==> src/hw/isf_pkg.sv <==
// Package for the slave-write / master-done interrupt flag block.
// Assumes a single 10 MHz clock domain and an AHB-Lite register port.
package isf_pkg;
    localparam logic [7:0] RAW_STATUS_OFFS = 8'h00;
    localparam logic [7:0] MASK_OFFS       = 8'h04;
    localparam logic [7:0] CLEAR_OFFS      = 8'h08;
    localparam logic [7:0] MASKED_OFFS     = 8'h0C;
    localparam logic [7:0] CTRL_OFFS       = 8'h10;
    localparam int SLV_WR_BIT  = 18;
    localparam int MST_DONE_BIT = 19;
    localparam logic [31:0] FLAG_MASK = 32'h000C0000;
    localparam logic [31:0] RESET_VALUE = 32'h00000000;
    localparam logic [1:0] HTRANS_NONSEQ = 2'h2;
    localparam logic [1:0] HTRANS_SEQ    = 2'h3;
    localparam logic [2:0] HSIZE_WORD    = 3'h2;
    localparam int CTRL_SLV_ENABLE_BIT = 0;
endpackage

==> src/hw/isf_flags.sv <==
// Interrupt flags for slave write requests and master transaction done, with clock stretch.
// Assumes the I2C engine pulses slvAddrWrite and mstDoneStop, and samples sclHoldLow.
//
// Overview of operation
// Raise the slave-write flag, bit 18 of raw status, on slave write addressing.
// Slave-write flag is read-only, resets to zero, reads one while pending.
// Writing one to clear-register bit 18 clears the slave-write flag.
// Software may prepare the DMA descriptor when the slave-write flag rises.
// Set master-done flag when an own master transfer ends with stop.
// Software reads status, drains receive data, then clears master-done.
// Software issues no new master command before master-done is cleared.
// While master-done is set, hold SCL low and defer slave flags; the code holds SCL low only after a slave write arrives during master-done.
// Writing one to clear-register bit 19 clears master-done.
// Master-done sits at bit 19, read-only, resets zero, one when awaiting acknowledge.
// Flags stay set until cleared; a set in the clearing cycle wins.
`timescale 1ns/1ns
`default_nettype none
module isf_flags (
    input  wire logic        mclk,
    input  wire logic        sys_rst,
    input  wire logic        hsel,
    input  wire logic [7:0]  haddr,
    input  wire logic [1:0]  htrans,
    input  wire logic        hwrite,
    input  wire logic [2:0]  hsize,
    input  wire logic [31:0] hwdata,
    input  wire logic        hready,
    output logic      [31:0] hrdata,
    output logic             hreadyout,
    output logic             hresp,
    input  wire logic        slvAddrWrite,
    input  wire logic        mstDoneStop,
    output logic             sclHoldLow,
    output logic             slvWriteDeliver,
    output logic             irq
);
    logic        slvFlag_r;
    logic        mstFlag_r;
    logic        slvPending_r;
    logic [31:0] mask_r;
    logic        ctrlEnable_r;
    logic        wrPend_r;
    logic [7:0]  addr_r;
    logic        wrClear;
    logic        slvSet;
    logic [31:0] rawStatus;

    function automatic logic hitReg(input logic [7:0] a, input logic [7:0] offs);
        hitReg = (a == offs);
    endfunction

    // Address phase captured; slave always answers with zero wait states
    always_ff @(posedge mclk) begin
        if (sys_rst) begin
            wrPend_r <= 1'b0;
            addr_r   <= 8'h00;
        end else if (hready) begin
            wrPend_r <= hsel && hwrite && htrans[1] && (hsize == isf_pkg::HSIZE_WORD);
            addr_r   <= haddr;
        end
    end

    assign hreadyout = 1'b1;
    assign hresp     = 1'b0;
    assign wrClear   = wrPend_r && hitReg(addr_r, isf_pkg::CLEAR_OFFS);

    always_ff @(posedge mclk) begin
        if (sys_rst) begin
            mask_r       <= isf_pkg::RESET_VALUE;
            ctrlEnable_r <= 1'b0;
        end else begin
            if (wrPend_r && hitReg(addr_r, isf_pkg::MASK_OFFS))
                mask_r <= hwdata & isf_pkg::FLAG_MASK;
            if (wrPend_r && hitReg(addr_r, isf_pkg::CTRL_OFFS))
                ctrlEnable_r <= hwdata[isf_pkg::CTRL_SLV_ENABLE_BIT];
        end
    end

    // A slave request arriving while master-done is set waits here with SCL held
    always_ff @(posedge mclk) begin
        if (sys_rst)
            slvPending_r <= 1'b0;
        else if (slvAddrWrite && mstFlag_r)
            slvPending_r <= 1'b1;
        else if (!mstFlag_r)
            slvPending_r <= 1'b0;
    end

    assign slvSet = (slvAddrWrite || slvPending_r) && !mstFlag_r;

    always_ff @(posedge mclk) begin
        if (sys_rst)
            slvFlag_r <= 1'b0;
        else if (slvSet)
            slvFlag_r <= 1'b1;
        else if (wrClear && hwdata[isf_pkg::SLV_WR_BIT])
            slvFlag_r <= 1'b0;
    end

    always_ff @(posedge mclk) begin
        if (sys_rst)
            mstFlag_r <= 1'b0;
        else if (mstDoneStop)
            mstFlag_r <= 1'b1;
        else if (wrClear && hwdata[isf_pkg::MST_DONE_BIT])
            mstFlag_r <= 1'b0;
    end

    always_ff @(posedge mclk) begin
        if (sys_rst) begin
            sclHoldLow      <= 1'b0;
            slvWriteDeliver <= 1'b0;
            irq             <= 1'b0;
        end else begin
            sclHoldLow      <= mstFlag_r && (slvPending_r || slvAddrWrite);
            slvWriteDeliver <= slvSet && ctrlEnable_r;
            irq             <= |(rawStatus & mask_r);
        end
    end

    always_comb begin
        rawStatus = isf_pkg::RESET_VALUE;
        rawStatus[isf_pkg::SLV_WR_BIT]   = slvFlag_r;
        rawStatus[isf_pkg::MST_DONE_BIT] = mstFlag_r;
    end

    always_ff @(posedge mclk) begin
        if (sys_rst)
            hrdata <= isf_pkg::RESET_VALUE;
        else if (hready && hsel && !hwrite && htrans[1]) begin
            if (hitReg(haddr, isf_pkg::RAW_STATUS_OFFS))
                hrdata <= rawStatus;
            else if (hitReg(haddr, isf_pkg::MASK_OFFS))
                hrdata <= mask_r;
            else if (hitReg(haddr, isf_pkg::MASKED_OFFS))
                hrdata <= rawStatus & mask_r;
            else if (hitReg(haddr, isf_pkg::CTRL_OFFS))
                hrdata <= {31'h00000000, ctrlEnable_r};
            else
                hrdata <= isf_pkg::RESET_VALUE;
        end
    end
endmodule
`default_nettype wire

==> config.mk <==
export PLATFORM = sky130hd
export DESIGN_NAME = isf_flags
export DESIGN_NICKNAME = d
export VERILOG_FILES = /design/src/hw/isf_pkg.sv /design/src/hw/isf_flags.sv
export SDC_FILE = /design/constraint.sdc
export NUM_CORES = 1
export LEC_CHECK = 0
export ABC_CLOCK_PERIOD_IN_PS = 2000
export BUFFER_PORTS_ARGS = -buffer_cell sky130_fd_sc_hd__buf_2
export CORE_UTILIZATION = 39
export DETAILED_ROUTE_END_ITERATION = 10
export PLACE_DENSITY = 0.87
export REMOVE_ABC_BUFFERS = 1
export SLEW_MARGIN = 20
export SYNTH_ARGS = -nofsm -noshare
export SYNTH_HDL_FRONTEND = slang
export SYNTH_SLANG_ARGS = --single-unit
==> constraint.sdc <==
create_clock -name mclk -period 2 [get_ports mclk]
set_input_delay 0.3 -clock mclk [delete_from_list [all_inputs] [get_ports mclk]]
set_output_delay 0.3 -clock mclk [all_outputs]
set_load 0.05 [all_outputs]
==> run_results.csv <==
group,metric,value,unit
die,dieArea,3200,um^2
flow_run,max_cap_violations,0,
clocking,clk_pin_slew,0.11,ns
timing,finClkSkew,0.00223,ns
clocking,cts_buffers,3,
cells_and_area,n_fill_cell,284,
logic_synthesis,synth_cells,125,
timing,grt_setup_unrepaired,"false",
critical_path,cp.required,2.23,ns
critical_path,cp-start-kind,"register",
critical_path,slowest_stage,"or4b_4",
logic_synthesis,ys_ff_latch,21,
critical_path,end_kind,"register",
die,core_area,2780,um^2
routing,drt-initial-drc-count,15,
critical_path,crit_family,"simple AND/OR/NAND/NOR gates",
power_and_ir_drop,powerDensity,699,nW/um^2
die,row_count,19,
routing,num_vias,846,
timing,maxSlewViolCount,0,
hold_path,worstHoldPathType,"in2reg",
critical_path,critPathBufInv,0,
logic_synthesis,netlist_area,1160,um^2
critical_path,critPathKind,"reg2reg",
routing,first_pass_iters,6,
timing,finalSetupViolCount,0,
placement,place.gp.congestion,0.694,
timing,fin_crit,1.51,ns
cells_and_area,seq_area,420,um^2
routing,wl_per_cell,10.4,um
routing,via_per_inst,4.65,
power_and_ir_drop,ir_drop,0.000405,V
clocking,post-cts-setup-buffers,0,
cells_and_area,multi_input_area,603,um^2
cells_and_area,drive_gt1_share,22.5,%
routing,drc,0,
outcome,status,"completed",
cells_and_area,n_antenna_cell,0,
placement,dpl.hpwl,1500,um
power_and_ir_drop,power_leakage,0.551,nW
cells_and_area,final_util,44.1,%
global_routing,overflow,0,
timing,final-hold-violation-count,0,
global_routing,antenna_found_initial,0,
placement,portBuffers,27,
critical_path,cpPeakStageDelay,0.57,ns
clocking,hold_buffers,0,
logic_synthesis,seq_area_frac_synth,36.2,%
global_routing,track_usage,12.1,%
cells_and_area,layout_common_cells,"conb_1, buf_2, dfxtp_1",
critical_path,path_max_fanout,3,
clocking,postCtsResizedCells,0,
clocking,clk_latency,0.30,ns
timing,fin_crit_sh,75.6,%
clocking,tritoncts,"built",
die,fp.dieH,56.6,um
die,initial_core_util,41.8,%
critical_path,crit_chain,"or4b_4 > nor4_4 > mux2i_1",
logic_synthesis,synth_warnings,0,
global_routing,grt_start_max_net_pins,26,
logic_synthesis,syn_avg_cell_area,9.30,um^2
clocking,htreeDepth,1,
die,num_io_pins,89,
clocking,root_buffer,"clkbuf_4",
critical_path,r2r_slack,0.49,ns
cells_and_area,nets,204,
logic_synthesis,synth_cell_types,32,
timing,max_freq,0.662,GHz
die,die_w,56.6,um
clocking,clockBufferDepth,2,
timing,setup_tns,0,ns
cells_and_area,syn2layout_area_growth,5.60,%
logic_synthesis,async_flop_share,0,%
global_routing,grt_pass1_wl,3050,um
routing,wirelength,1900,um
logic_synthesis,synth_edf_count,0,
clocking,clkSinkCount,21,
critical_path,cp.arrival,1.74,ns
global_routing,grt_pass1_vias,720,
routing,detail-route-antenna-nets,0,
cells_and_area,final_common_cell,"conb_1",
logic_synthesis,synth_flop_cell,"dfxtp_1",
## worst paths after layout
check / start / to / depth (start not counted)
hold / removal: haddr[6] / addr_r[6]$_SDFFE_PP0P_ / 3
setup reg to reg: addr_r[7]$_SDFFE_PP0P_ / mask_r[19]$_SDFFE_PP0P_ / 3
hold reg to reg: hrdata[0]$_SDFFE_PP0P_ / hrdata[0]$_SDFFE_PP0P_ / 2
setup / recovery: addr_r[7]$_SDFFE_PP0P_ / mask_r[19]$_SDFFE_PP0P_ / 3
## worst reg2reg max path, stage by stage, from the launching register on
cell	delay (ns)
dfxtp_1	0.33
or4b_4	0.57
nor4_4	0.31
mux2i_1	0.24
## routing by layer
metal  up-vias  GRT usage, %  wire [um]
met5         -             0          0
met3         3          3.23        144
met4         0          4.18         17
met1       388          15.1        811
met2        35          20.0        926
li1        420             -          -
## power by group
group          internal [mW]  switching, mW  total (mW)
clock network         0.0777          0.122       0.200
registers              0.433         0.0118       0.444
logic                 0.0433          0.171       0.214
total                  0.554          0.304       0.858
## per-stage QoR
| step | setup WS [ns] | instance area (um^2) | hold WS (ns) | power [mW] | instances |
|---|---|---|---|---|---|
| 3_5_place_dp | 0.508 | 1200 | 0.445 | 0.667 | 178 |
| 4_1_cts | 0.476 | 1230 | 0.248 | 0.866 | 182 |
| 5_1_grt | 0.400 | 1230 | 0.249 | 0.903 | 182 |
| 6_report | 0.488 | 1230 | 0.250 | 0.858 | 182 |
| 3_3_place_gp | 0.560 | 1200 | 0.437 | 0.665 | 178 |
| 2_1_floorplan | 0.611 | 1030 | 0.369 | 0.622 | 120 |
## synthesized netlist by cell type (2+ instances only)
cell	n	area, um^2
buf_4	31	233
nand2_1	2	7.51
nor2b_1	2	12.5
o31ai_1	2	15.0
nand3b_1	2	15.0
clkbuf_1	2	7.51
mux2i_1	11	110
a21oi_1	2	10.0
a311oi_1	2	17.5
nor4bb_1	2	20.0
dfxtp_1	21	420
conb_1	2	7.51
nand2b_1	9	56.3
nor2_1	15	56.3
nor3b_1	3	22.5
## registers in the layout, indices dropped and copies added, names as in the netlist
register         flops
addr_r               8
slvPending_r         1
irq                  1
hrdata               3
wrPend_r             1
slvWriteDeliver      1
mstFlag_r            1
slvFlag_r            1
ctrlEnable_r         1
mask_r               2
sclHoldLow           1
## cells by family (layout without fill, tap and decap cells)
group,count (synthesis),after routing,synth area share (%)
AO/OA/AOI/OAI,10,10,6.46
buffers and inverters,35,32,21.3
flip-flops,21,21,36.2
multiplexers,11,11,9.47
other,2,31,0.646
AND/OR/NAND/NOR,46,46,25.9
## cell type report
type                       count  share of cell area [%]
tap                           31                    3.16
inverter                       1                   0.306
timing repair buffer          27                    11.0
clock buffer                   4                    2.14
sequential                    21                    34.3
multi-input combinational     98                    49.1
No activity file was read; power rests on OpenSTA's default activity.
